File: config.mk
export PLATFORM = sky130hd
export DESIGN_NAME = emb_pin_ctrl
export DESIGN_NICKNAME = d
export VERILOG_FILES = /design/src/emb_pkg.sv /design/src/emb_sync.sv /design/src/emb_wmtable.sv /design/src/emb_pin_ctrl.sv
export VERILOG_INCLUDE_DIRS = /design/src
export SDC_FILE = /design/constraint.sdc
export NUM_CORES = 1
export LEC_CHECK = 0
export ABC_AREA = 1
export BUFFER_PORTS_ARGS = -buffer_cell sky130_fd_sc_hd__clkbuf_2
export CAP_MARGIN = 30
export CORE_MARGIN = 4
export CORE_UTILIZATION = 35
export CTS_CLUSTER_DIAMETER = 40
export DETAILED_ROUTE_END_ITERATION = 8
export PLACE_DENSITY = 0.66
export RECOVER_POWER = 25
export REMOVE_ABC_BUFFERS = 1
export SYNTH_ARGS = -nofsm -noshare
export SYNTH_HDL_FRONTEND = slang
export SYNTH_SLANG_ARGS = --single-unit
File: constraint.sdc
create_clock -name ref_clk -period 5.15 [get_ports ref_clk]
set_input_delay 0 -clock ref_clk [delete_from_list [all_inputs] [get_ports ref_clk]]
set_output_delay 0 -clock ref_clk [all_outputs]
set_load 0.05 [all_outputs]
File: src/emb_defs.svh
/*
  Constants for the external memory bus pin controller: register byte
  offsets, field positions, reset values and timing figures.
  Assumes it is included once per compilation unit by its bare name.
*/
`ifndef EMB_DEFS_SVH
`define EMB_DEFS_SVH

// ----------------------------------------------------------------------
// Register byte offsets on the AHB-Lite slave
// ----------------------------------------------------------------------
`define EMB_MEMORY_BUS_CONTROL_OFS 8'h00
`define EMB_PADCFG_OFS 8'h04
`define EMB_PMD_OFS 8'h08
`define EMB_STAT_OFS 8'h0c

// ----------------------------------------------------------------------
// Field positions
// ----------------------------------------------------------------------
`define EMB_REL_BIT 7
`define EMB_WAIT_HI 5
`define EMB_WAIT_LO 4
`define EMB_WM_HI 1
`define EMB_WM_LO 0
`define EMB_PU_HI 7
`define EMB_PU_LO 5
`define EMB_OFF_BIT 0

// ----------------------------------------------------------------------
// Reset values and writable masks
// ----------------------------------------------------------------------
`define EMB_MEMORY_BUS_CONTROL_RST 8'h30
`define EMB_MEMORY_BUS_CONTROL_MASK 8'hb3
`define EMB_PU_RST 3'h0
`define EMB_PMD_RST 8'h00

// ----------------------------------------------------------------------
// Timing: instruction cycle and bus phase lengths
// ----------------------------------------------------------------------
`define EMB_CLK_NS 5
`define EMB_TCY_NS 20
`define EMB_TCY_CLKS ((`EMB_TCY_NS + `EMB_CLK_NS - 1) / `EMB_CLK_NS)
`define EMB_DATA_CYC 5'h03

`endif

File: src/emb_pkg.sv
/*
  Types for the external memory bus pin controller: bus cycle states,
  width configurations and core access kinds.
  Assumes emb_defs.svh supplies the numeric constants.
*/
package emb_pkg;

  typedef enum logic [4:0] {
    EMB_IDLE = 5'h01,
    EMB_ADDR = 5'h02,
    EMB_DATA = 5'h04,
    EMB_WAIT = 5'h08,
    EMB_DONE = 5'h10
  } emb_st_t;

  typedef enum logic [1:0] {
    EMB_BYTE_WRITE = 2'h0,
    EMB_WORD_WRITE = 2'h1,
    EMB_BYTE_SELECT = 2'h2
  } emb_cfg_t;

  typedef enum logic [1:0] {
    EMB_FETCH = 2'h0,
    EMB_TBLRD = 2'h1,
    EMB_TBLWR = 2'h2
  } emb_acc_t;

endpackage

File: src/emb_sync.sv
/*
  Two flip-flop synchroniser for pin inputs.
  Assumes the inputs are quasi-static across a couple of clock edges.
*/
`timescale 1ns/1ps
module emb_sync #(
  parameter int W = 1
) (
  input wire logic ref_clk, // Core clock
  input wire logic rst, // Async reset, active high
  input wire logic [W-1:0] d, // Raw pin levels
  output logic [W-1:0] q // Synchronised levels
);
  logic [W-1:0] meta_q;

  initial begin
    if (W < 1) $error("emb_sync: W must be at least 1");
  end

  // First stage is read only by the second
  always_ff @(posedge ref_clk or posedge rst) begin
    if (rst) begin
      meta_q <= '0;
      q <= '0;
    end else begin
      meta_q <= d;
      q <= meta_q;
    end
  end
endmodule // emb_sync

File: src/emb_wmtable.sv
/*
  Width-mode table: maps the two-bit width-mode field onto one of the
  three 16-bit data width configurations. Unlisted codes fall back to
  word write. Assumes the three codes are distinct.
*/
`timescale 1ns/1ps
module emb_wmtable
  import emb_pkg::*;
#(
  parameter logic [1:0] CODE_BW = 2'h0,
  parameter logic [1:0] CODE_WW = 2'h1,
  parameter logic [1:0] CODE_BS = 2'h2
) (
  input wire logic [1:0] wm, // Width-mode field
  output emb_cfg_t cfg // Selected configuration
);
  initial begin
    if (CODE_BW == CODE_WW || CODE_BW == CODE_BS || CODE_WW == CODE_BS)
      $error("emb_wmtable: width-mode codes must be distinct");
  end

  always_comb begin
    if (wm == CODE_BW) cfg = EMB_BYTE_WRITE;
    else if (wm == CODE_BS) cfg = EMB_BYTE_SELECT;
    else cfg = EMB_WORD_WRITE;
  end
endmodule // emb_wmtable

File: src/emb_pin_ctrl.sv
/*
  External memory bus pin controller: register file on AHB-Lite, the
  bus cycle sequencer for fetches and table operations, and the choice
  between bus and port function on the shared pins.
  Assumes the core gives same-clock access requests and low-power
  levels, and the port logic uses own_lo/own_hi to pick bus over port.

*/
// The AHB-Lite interface to the registers and the register addresses are this design's own decisions.
`timescale 1ns/1ps
`include "emb_defs.svh"
module emb_pin_ctrl
  import emb_pkg::*;
#(
  parameter int ADDR_W = 20,
  parameter int TCY_CLKS = `EMB_TCY_CLKS,
  parameter logic [1:0] CODE_BW = 2'h0,
  parameter logic [1:0] CODE_WW = 2'h1,
  parameter logic [1:0] CODE_BS = 2'h2
) (
  input wire logic ref_clk, // Core instruction clock
  input wire logic rst, // Async reset, active high
  input wire logic hsel, // AHB slave select
  input wire logic [31:0] haddr, // AHB address
  input wire logic [1:0] htrans, // AHB transfer type
  input wire logic hwrite, // AHB write
  input wire logic [2:0] hsize, // AHB size, word only
  input wire logic [31:0] hwdata, // AHB write data
  input wire logic hready, // AHB bus ready
  output logic hreadyout, // AHB slave ready
  output logic hresp, // AHB response, always OKAY
  output logic [31:0] hrdata, // AHB read data
  input wire logic single_chip_pin, // Strap: single-chip mode
  input wire logic wait_en, // Wait states configured on
  input wire logic exec_ext, // Core executing from external
  input wire logic sleep_mode, // Core in Sleep
  input wire logic idle_mode, // Core in Idle
  input wire logic acc_req, // External access request
  input wire logic [1:0] acc_kind, // Fetch, table read, table write
  input wire logic [19:0] acc_addr, // Byte address
  input wire logic [15:0] acc_wdata, // Write data
  output logic acc_ready, // Request may be taken
  output logic acc_done, // Access finished, one cycle
  output logic [15:0] acc_rdata, // Read word
  input wire logic [15:0] ad_in, // Address/data pin levels
  output logic [15:0] ad_out, // Address/data drive value
  output logic [15:0] ad_oe, // Address/data drive enable
  output logic [3:0] a_hi_out, // Upper address drive value
  output logic [3:0] a_hi_oe, // Upper address drive enable
  output logic ce_n, // Chip enable, active low
  output logic oe_n, // Output enable, active low
  output logic write_high_strobe_n, // High byte write, active low
  output logic write_low_strobe_n, // Low byte write, active low
  output logic upper_byte_sel_n, // Upper byte select, active low
  output logic lower_byte_sel_n, // Lower byte select, active low
  output logic ale, // Address latch strobe
  output logic byte_addr_line, // Flash byte address
  output logic own_lo, // Bus owns AD pins over ports
  output logic own_hi, // Bus owns upper address pins
  output logic [2:0] pullup_en // Pull-ups for ports d, e, j
);

  // --------------------------------------------------------------------
  // State
  // --------------------------------------------------------------------
  typedef struct packed {
    emb_st_t st;
    logic [4:0] cnt;
    logic [7:0] memory_bus_control;
    logic [2:0] pu;
    logic [7:0] pmd;
    logic rel_eff;
    logic strap_done;
    logic [1:0] strap_cnt;
    logic single;
    logic wr_pend;
    logic rd_pend;
    logic [7:0] a_idx;
    logic hready;
    logic [31:0] hrdata;
    logic acc_ready;
    logic acc_done;
    logic [15:0] acc_rdata;
    logic is_wr;
    logic is_tbl;
    logic [19:0] lat_addr;
    logic [15:0] lat_wdata;
    logic [15:0] ad_out;
    logic [15:0] ad_oe;
    logic [3:0] a_hi;
    logic [3:0] a_hi_oe;
    logic ce_n;
    logic oe_n;
    logic wrh_n;
    logic wrl_n;
    logic ub_n;
    logic lb_n;
    logic ale;
    logic ba;
    logic own_lo;
    logic own_hi;
  } emb_state_t;

  emb_state_t s_q, s_d;
  logic [16:0] pins_s;
  emb_cfg_t cfg;
  logic lowp;
  logic bus_on;
  logic take;

  initial begin
    if (ADDR_W != 16 && ADDR_W != 20)
      $error("emb_pin_ctrl: ADDR_W must be 16 or 20");
    if (TCY_CLKS < 1 || TCY_CLKS > 8)
      $error("emb_pin_ctrl: TCY_CLKS must be 1 to 8");
  end

  // --------------------------------------------------------------------
  // Helpers
  // --------------------------------------------------------------------
  function automatic logic [4:0] wait_clks(input logic [1:0] w);
    wait_clks = 5'(int'(w) * TCY_CLKS);
  endfunction

  function automatic logic [31:0] reg_read(input logic [7:0] idx,
                                           input emb_state_t s);
    logic [31:0] r;
    r = 32'h0;
    unique case (idx)
      `EMB_MEMORY_BUS_CONTROL_OFS: r[7:0] = s.memory_bus_control;
      `EMB_PADCFG_OFS: r[`EMB_PU_HI:`EMB_PU_LO] = s.pu;
      `EMB_PMD_OFS: r[7:0] = s.pmd;
      `EMB_STAT_OFS: r[15:0] = {s.st, 2'(cfg), s.single, s.rel_eff,
                                s.own_hi, s.own_lo, lowp, s.acc_ready,
                                s.is_tbl, s.is_wr, 1'b0};
      default: r = 32'h0;
    endcase
    return r;
  endfunction

  // --------------------------------------------------------------------
  // Submodules
  // --------------------------------------------------------------------
  emb_sync #(.W(17)) u_sync (
    .ref_clk(ref_clk),
    .rst(rst),
    .d({single_chip_pin, ad_in}),
    .q(pins_s)
  );

  emb_wmtable #(
    .CODE_BW(CODE_BW),
    .CODE_WW(CODE_WW),
    .CODE_BS(CODE_BS)
  ) u_wm (
    .wm(s_q.memory_bus_control[`EMB_WM_HI:`EMB_WM_LO]),
    .cfg(cfg)
  );

  // --------------------------------------------------------------------
  // Next state
  // --------------------------------------------------------------------
  // Run modes at a slower clock need nothing here: every phase is
  // counted in clock edges, so the bus simply stretches.
  assign lowp = sleep_mode | idle_mode;
  assign bus_on = s_q.strap_done & ~s_q.single &
                  ~s_q.pmd[`EMB_OFF_BIT];
  assign take = acc_req & s_q.acc_ready;

  always_comb begin
    s_d = s_q;
    s_d.acc_done = 1'b0;

    // Strap is caught once, on the third edge after reset release, so
    // the synchroniser has flushed its reset value first
    if (!s_q.strap_done) begin
      if (s_q.strap_cnt == 2'h2) begin
        s_d.strap_done = 1'b1;
        s_d.single = pins_s[16];
      end else begin
        s_d.strap_cnt = s_q.strap_cnt + 2'h1;
      end
    end

    // AHB-Lite slave: writes in zero waits, reads with one wait
    if (s_q.wr_pend) begin
      s_d.wr_pend = 1'b0;
      unique case (s_q.a_idx)
        `EMB_MEMORY_BUS_CONTROL_OFS: begin
          if (!s_q.single)
            s_d.memory_bus_control = hwdata[7:0] & `EMB_MEMORY_BUS_CONTROL_MASK;
        end
        `EMB_PADCFG_OFS: s_d.pu = hwdata[`EMB_PU_HI:`EMB_PU_LO];
        `EMB_PMD_OFS: s_d.pmd = hwdata[7:0];
        default: s_d.pmd = s_q.pmd;
      endcase
    end
    if (s_q.rd_pend) begin
      s_d.rd_pend = 1'b0;
      s_d.hrdata = reg_read(s_q.a_idx, s_q);
      s_d.hready = 1'b1;
    end
    if (hsel && htrans[1] && hready) begin
      s_d.a_idx = haddr[7:0];
      s_d.wr_pend = hwrite;
      s_d.rd_pend = ~hwrite;
      s_d.hready = hwrite;
    end

    // A release set while running externally is held back until
    // execution returns inside; clearing it acts at once.
    if (!exec_ext)
      s_d.rel_eff = s_q.memory_bus_control[`EMB_REL_BIT];
    else if (!s_q.memory_bus_control[`EMB_REL_BIT])
      s_d.rel_eff = 1'b0;

    // Bus cycle sequencer; frozen in Sleep or Idle, except ce_n and the byte selects, which are forced high, and acc_ready, which is forced low
    if (!lowp) begin
      unique case (s_q.st)
        EMB_IDLE: begin
          s_d.ad_oe = 16'h0;
          s_d.a_hi_oe = 4'h0;
          s_d.ce_n = 1'b1;
          s_d.oe_n = 1'b1;
          s_d.wrh_n = 1'b1;
          s_d.wrl_n = 1'b1;
          s_d.ub_n = 1'b1;
          s_d.lb_n = 1'b1;
          s_d.ale = 1'b0;
          s_d.ba = 1'b0;
          if (take) begin
            s_d.st = EMB_ADDR;
            s_d.acc_ready = 1'b0;
            s_d.lat_addr = acc_addr;
            s_d.lat_wdata = acc_wdata;
            s_d.is_wr = (acc_kind == 2'(EMB_TBLWR));
            s_d.is_tbl = (acc_kind != 2'(EMB_FETCH));
            // Word address on AD; the byte select mode puts the byte
            // offset on its own line instead.
            s_d.ad_out = acc_addr[16:1];
            s_d.ad_oe = 16'hffff;
            s_d.a_hi = (ADDR_W == 20) ? {1'b0, acc_addr[19:17]} : 4'h0;
            s_d.a_hi_oe = (ADDR_W == 20) ? 4'hf : 4'h0;
            s_d.ale = 1'b1;
            s_d.ce_n = 1'b0;
            s_d.ba = (cfg == EMB_BYTE_SELECT) & acc_addr[0];
            s_d.cnt = `EMB_DATA_CYC;
          end
        end
        EMB_ADDR: begin
          s_d.ale = 1'b0;
          s_d.st = EMB_DATA;
          if (s_q.is_wr) begin
            s_d.ad_out = (cfg == EMB_WORD_WRITE) ? s_q.lat_wdata :
                         {s_q.lat_wdata[7:0], s_q.lat_wdata[7:0]};
            unique case (cfg)
              EMB_BYTE_WRITE: begin
                s_d.wrh_n = ~s_q.lat_addr[0];
                s_d.wrl_n = s_q.lat_addr[0];
                s_d.ub_n = 1'b0;
                s_d.lb_n = 1'b0;
              end
              EMB_WORD_WRITE: begin
                s_d.wrh_n = 1'b0;
                s_d.wrl_n = 1'b0;
                s_d.ub_n = 1'b0;
                s_d.lb_n = 1'b0;
              end
              EMB_BYTE_SELECT: begin
                s_d.wrl_n = 1'b0;
                s_d.ub_n = ~s_q.lat_addr[0];
                s_d.lb_n = s_q.lat_addr[0];
              end
              default: s_d.wrl_n = 1'b1;
            endcase
          end else begin
            s_d.ad_oe = 16'h0;
            s_d.oe_n = 1'b0;
            s_d.ub_n = 1'b0;
            s_d.lb_n = 1'b0;
          end
        end
        EMB_DATA: begin
          if (s_q.cnt > 5'h1) begin
            s_d.cnt = s_q.cnt - 5'h1;
          end else if (s_q.is_tbl && wait_en &&
                       s_q.memory_bus_control[`EMB_WAIT_HI:`EMB_WAIT_LO] != 2'h0) begin
            s_d.st = EMB_WAIT;
            s_d.cnt = wait_clks(s_q.memory_bus_control[`EMB_WAIT_HI:`EMB_WAIT_LO]);
          end else begin
            s_d.st = EMB_DONE;
          end
        end
        EMB_WAIT: begin
          if (s_q.cnt > 5'h1) s_d.cnt = s_q.cnt - 5'h1;
          else s_d.st = EMB_DONE;
        end
        EMB_DONE: begin
          if (!s_q.is_wr) s_d.acc_rdata = pins_s[15:0];
          s_d.acc_done = 1'b1;
          s_d.st = EMB_IDLE;
          s_d.ce_n = 1'b1;
          s_d.oe_n = 1'b1;
          s_d.wrh_n = 1'b1;
          s_d.wrl_n = 1'b1;
          s_d.ub_n = 1'b1;
          s_d.lb_n = 1'b1;
          s_d.ale = 1'b0;
          s_d.ba = 1'b0;
          s_d.ad_oe = 16'h0;
          s_d.a_hi_oe = 4'h0;
        end
        default: s_d.st = EMB_IDLE;
      endcase
      s_d.acc_ready = (s_d.st == EMB_IDLE) & bus_on & ~take;
    end else begin
      s_d.acc_ready = 1'b0;
      s_d.ce_n = 1'b1;
      s_d.ub_n = 1'b1;
      s_d.lb_n = 1'b1;
    end

    // Pin ownership: while it is on, the bus wins over ports and every
    // peripheral sharing the pins, unless released with no access running
    // or taken and no external execution.
    s_d.own_lo = bus_on & (exec_ext | s_q.st != EMB_IDLE | take |
                 ~s_d.rel_eff);
    s_d.own_hi = s_d.own_lo & (ADDR_W == 20);
  end

  // --------------------------------------------------------------------
  // Registers
  // --------------------------------------------------------------------
  always_ff @(posedge ref_clk or posedge rst) begin
    if (rst) begin
      s_q <= '0;
      s_q.st <= EMB_IDLE;
      s_q.memory_bus_control <= `EMB_MEMORY_BUS_CONTROL_RST;
      s_q.pu <= `EMB_PU_RST;
      s_q.pmd <= `EMB_PMD_RST;
      s_q.hready <= 1'b1;
      s_q.ce_n <= 1'b1;
      s_q.oe_n <= 1'b1;
      s_q.wrh_n <= 1'b1;
      s_q.wrl_n <= 1'b1;
      s_q.ub_n <= 1'b1;
      s_q.lb_n <= 1'b1;
      s_q.single <= 1'b1;
    end else begin
      s_q <= s_d;
    end
  end

  // --------------------------------------------------------------------
  // Outputs
  // --------------------------------------------------------------------
  assign hreadyout = s_q.hready;
  assign hresp = 1'b0;
  assign hrdata = s_q.hrdata;
  assign acc_ready = s_q.acc_ready;
  assign acc_done = s_q.acc_done;
  assign acc_rdata = s_q.acc_rdata;
  assign ad_out = s_q.ad_out;
  assign ad_oe = s_q.ad_oe;
  assign a_hi_out = s_q.a_hi;
  assign a_hi_oe = s_q.a_hi_oe;
  assign ce_n = s_q.ce_n;
  assign oe_n = s_q.oe_n;
  assign write_high_strobe_n = s_q.wrh_n;
  assign write_low_strobe_n = s_q.wrl_n;
  assign upper_byte_sel_n = s_q.ub_n;
  assign lower_byte_sel_n = s_q.lb_n;
  assign ale = s_q.ale;
  assign byte_addr_line = s_q.ba;
  assign own_lo = s_q.own_lo;
  assign own_hi = s_q.own_hi;
  assign pullup_en = s_q.pu;
endmodule // emb_pin_ctrl

# == Word-level counts from Yosys, hierarchy flattened ==
# Cells that the tools add are included.
# classes
eq_ne,22
bitwise,21
n_lt_le_gt_ge,1
n_mux,47
addsub,2
reduce_logical,33
# op_table
cell,n
2-to-1 mux 95 bit,1
2-to-1 mux 79 bit,1
2-to-1 mux 16 bit,4
case mux 16 bit (3 select lines),1
2-to-1 mux 38 bit,1
2-to-1 mux 5 bit,7
2-to-1 mux 33 bit,1
case mux 16 bit (2 select lines),1
case mux 5 bit (3 select lines),2
case mux 5 bit (4 select lines),1
case mux 6 bit (3 select lines),1
2-to-1 mux 17 bit,1
equality test 8 x 4 -> 1 bit (second input constant),2
AND reduction 3 bit,5
2-to-1 mux 2 bit,7
AND reduction 2 bit,7
case mux 3 bit (4 select lines),1
2-to-1 mux 11 bit,1
equality test 5 x 1 -> 1 bit (second input constant),2
2-to-1 mux 10 bit,1
inverter 1 bit,10
case mux 5 bit (2 select lines),1
nonzero test 2 bit,5
nonzero test 3 bit,3
29 further kinds,59
# word_totals
regBits,196
wordCells,162
inputBits,134

# == Depth between registers and ports, before layout ==
# depth
word_depth,10
mapped_depth,11

# == Hierarchy ==
# A second synthesis with hierarchy kept.
# unflattened
cells_unflattened,851
area_unflattened_um2,7505.9
# modules_own_cells
module,n_inst,area_per_inst_um2,cells_each
emb_pin_ctrl,1,6640.1,813
emb_sync,1,854.6,35
emb_wmtable,1,11.3,3

# == Worst setup path after synthesis ==
# Ideal clock, no wire load.
# synth_timing
kind,register to register
start,register s_q (netlist bit acc_ready)
end,register s_q (netlist bit ad_out[8])
stages_incl_launch_ff,9
setup_ps,65
slack_ps,3519
synth_period_minus_slack_ps,1631
t_arrival_ps,1566
path_cell_list,dfrtp_1 nand2_1 nand4_1 nand2_1 inv_2 buf_2 buf_2 nand3_1 nand2_1
# synth_via
elab_chain_cells,3
# synth_rtl
element,line,source
start: declaration,emb_pin_ctrl.sv:104,"emb_state_t s_q, s_d;"
bitwise AND 1 bit,emb_pin_ctrl.sv:168,assign take = acc_req & s_q.acc_ready;
!= test 2 bit (no source line),n/a,
AND reduction 4 bit (no source line),n/a,
# No other way between the ends.
# A chain may end at the register's enable or synchronous reset.

# == Final worst setup path ==
# layout_timing
start,register s_q (netlist bit acc_ready)
end,register s_q[87] (netlist bit)
# layout_via
elab_chain_cells,2
# layout_rtl
element,line
bitwise AND 1 bit,emb_pin_ctrl.sv:168
AND reduction 3 bit (no source line),n/a
# No other way between the ends.

==> implementation parameters <==
Parameter                              Value

Status
  Run status ... completed

Timing
  Unrepaired setup endpoints after global routing ... false
  Worst-case setup margin in the final layout ... 2.14 ns
  Final critical-path share of the clock period ... 58.5%
  Final Critical Period ... ~3 ns
  Worst hold slack ... slightly above 0.01 ns
  Setup TNS ... 0 ns
  Fmax ... 332 MHz
  Final Hold Fails ... 0
  Worst max-slew margin expressed relative to the limit ... 40.7%
  Max-slew violations ... 0
  Final setup skew ... 0.0142 ns
  Slew of the pin with the lowest slew margin ... 0.889 ns
  Setup-violating endpoint count in the final report ... 0

Placed design
  DP Worst Slack ... 2.72 ns
  Placed instance count ... 1172
  Post-DP HPWL ... 12.5 mm
  Count of port buffers added during placement ... 168
  Routability-driven placement congestion ratio ... 0.839
  Placed cell areas ... about 7700 sq um

Cells and area
  Nets ... 1136
  Post-route cell area ... 9120 sq um
  Fill count ... roughly 2000
  Cell Count, Final, Fillers Out ... 1282
  Diode count ... 0
  Relative area change from synthesis to final layout ... 24.7%
  Layout Utilization ... 44.8%
  Fraction of layout cells with a size suffix above 1 ... 22.2%

Clock tree
  Longest Clk Path Bufs ... 2
  Buffers inserted during post-CTS setup optimization ... 0
  Worst-Skew Late Latency ... around 0.43 ns
  CTS tree ... built
  H-Tree Depth ... 4
  Gates resized, CTS repair ... 0
  Worst-path clk slew ... around 0.070 ns
  Cts hold-fix bufs ... 78
  CTS Root Buffer Type ... clkbuf_16
  Clock net sink count ... between 150 and 200
  TritonCTS Buffers ... 17

Run
  Number of max-cap violations ... 0

Setup path
  Type of element capturing the critical path ... flip-flop
  Data required time at the worst endpoint ... between 5 and 6 ns
  Worst reg2reg path startpoint ... acc_ready
  R2r endpoint ... s_q[87]
  Cell breakdown of the critical path ... nand2_1 -> clkinv_1 -> nand3_2 -> inv_2 -> nand3b_1 -> dlygate4sd3_1 -> o21ai_0
  Flop-to-flop setup slack ... 2.14 ns
  Crit path kind ... flip-flop to flip-flop
  Number of cells on the worst reg-to-reg path ... 7
  Maximum cell stage delay along the critical path ... 0.60 ns
  Maximum net fanout on the critical path ... 33
  Cell with the biggest individual delay on the critical path ... nand3_2
  Arrival time worst endpoint ... 3.28 ns
  Origin of the worst setup path ... acc_ready
  Startpoint kind of the worst setup timing path ... flip-flop

Synth
  Most area-hungry cell type in the Yosys netlist ... dfrtp_1
  Simple-gate portion of the synthesized area ... about a quarter
  Fraction of post-synthesis cell area in the top cell type by area ... 50.6%
  Post-Syn Area ... 7310 sq um
  Number of flip-flops and latches in the synthesized netlist ... 159
  Post-synthesis mux area share ... 0.616%
  Dominant cell by count in the synthesized netlist ... nand2_1
  Xor/xnor cell area share of the yosys netlist ... 0.239%
  Share of async-settable or async-resettable flops after synthesis ... 100%
  Instance count of the mapped netlist ... between 800 and 900
  Compound-Gate Fraction of Synth Area ... 5.95%
  Avg Cell Area, Syn ... 8.78 sq um
  Adder and majority cell fraction of the synthesized area ... less than 1%
  Yosys warns ... 0
  Main synth FF type ... dfrtp_1
  Largest family of logic cells by synthesized area ... simple AND/OR/NAND/NOR gates
  Commonest cells in the synthesized netlist ... nand2_1, dfrtp_1, buf_4, nand3_1, inv_1
  Count of unique library cells instantiated by Yosys ... 34
  Largest cells by area after synthesis ... dfrtp_1, nand2_1, buf_4
  Portion of the post-synthesis area used by sequential elements ... 54.6%
  Number of enable flip-flop cells after synthesis ... 0

Pwr
  Maximum vdd ir drop ... ~0.26 mV
  Power density relative to cell area ... 345 nW/um^2
  Leakage power figure ... 4.88 nW
  Total power of the final layout ... 3.15 mW

Floorplanning
  Starting density of the core ... 35.9%
  Standard cell core area ... ~20000 sq um
  Full die area ... 23300 sq um
  Die Y-Extent ... 153 um
  Horiz. Die Dim ... around 150 um
  Cell row count ... 52
  Number of placed I/O pins ... 239

Min path
  Hold path start ... idle_mode
  Min-Delay Path Depth ... 4
  Worst hold path endpoint ... write_high_strobe_n
  Worst min path class ... input pin to flip-flop

Detailed routing
  Post-Route WL ... 18.7 mm
  Routed WL per cell ... 14.6 um
  Vias per Instance ... 4.51
  Number of routed nets with antenna violations ... 0
  Number of vias in the routed layout ... roughly 5800
  Detailed-router iteration count before antenna repair ... 5
  Violation count after the first detailed-route iteration ... 333
  Drt drc ... 0

Global routing
  Initial antenna violation count ... 0
  Overall routing resource usage ... 16.2%
  GR Overflow Total ... 0
  Grt peak-use layer ... met2
  GR Layer Usage met3 ... 3.61%
  Routing usage on met2 ... 27.8%
  Global-route wire length before repair ... 30.5 mm
  Vias in the first global route ... 5835
  Met1 Usage GRT ... 19.8%
  Largest net degree at the start of global routing ... 95
registers in the layout (all words and copies together), names as in the netlist, 3 cells and up:
name,count
u_sync.meta_q,17
ad_out,16
s_q,60
hrdata,16
pullup_en,3
acc_rdata,16
u_sync.q,17
power by group:
| group | internal, mW | switching, mW | total (mW) |
|---|---|---|---|
| clock | 0.750 | 0.561 | 1.31 |
| combinational | 0.153 | 0.321 | 0.474 |
| sequential | 1.32 | 0.0424 | 1.36 |
| total | 2.22 | 0.925 | 3.15 |
cells by family (layout without fill, tap and decap cells):
kind of cell               count (synthesis)  after routing
other                                      1             18
DFF                                      159            159
muxes                                      4              4
buffers and inverters                    180            342
and+or+nand+nor                          405            405
AOI/OAI and AO/OA                         79             79
xor gates and xnor gates                   2              2
adders and majority gates                  3              3
worst max-delay path by stage:
stage                     cells after the start   endpoint
after floorplan                               2  ad_oe[14]
after global placement                        6    s_q[86]
after detailed placement                      6    s_q[86]
after CTS                                     7    s_q[87]
after global routing                          7    s_q[87]
final                                         7    s_q[87]
routing by layer:
metal	part of all wire [%]	vias to the layer above
met5	0	-
met4	2.8	0
met3	4.1	39
met2	51	135
met1	42	2727
li1	-	2880
cell type report:
type	instances	area, sq um	share of cell area [%]
Sequential cell	159	3990	43.8
Multi-Input combinational cell	511	2320	25.5
Clock buffer	19	443	4.86
Clock inverter	13	164	1.80
Timing Repair Buffer	247	1620	17.8
Tap cell	270	338	3.70
Inverter	63	241	2.65
worst max-delay path: cells and delay by family (launching register included):
family / cells / cell delay (ns)
flops: 1 / 0.43
buf+inv: 3 / 1.45
simple gates: 3 / 0.91
compound gates: 1 / 0.08
cells in the final DEF (no fill, tap or decap), types with 18 or more instances in the layout:
| cell type | Yosys | final |
|---|---|---|
| inv_1 | 57 | 56 |
| dfrtp_1 | 148 | 148 |
| o21ai_0 | 48 | 48 |
| dlygate4sd3_1 | 0 | 78 |
| clkbuf_2 | 0 | 161 |
| nand2_1 | 248 | 248 |
| nand3_1 | 87 | 87 |
| conb_1 | 1 | 18 |
| nor2_1 | 43 | 43 |
Note: power is estimated with default switching activity, not from simulation.
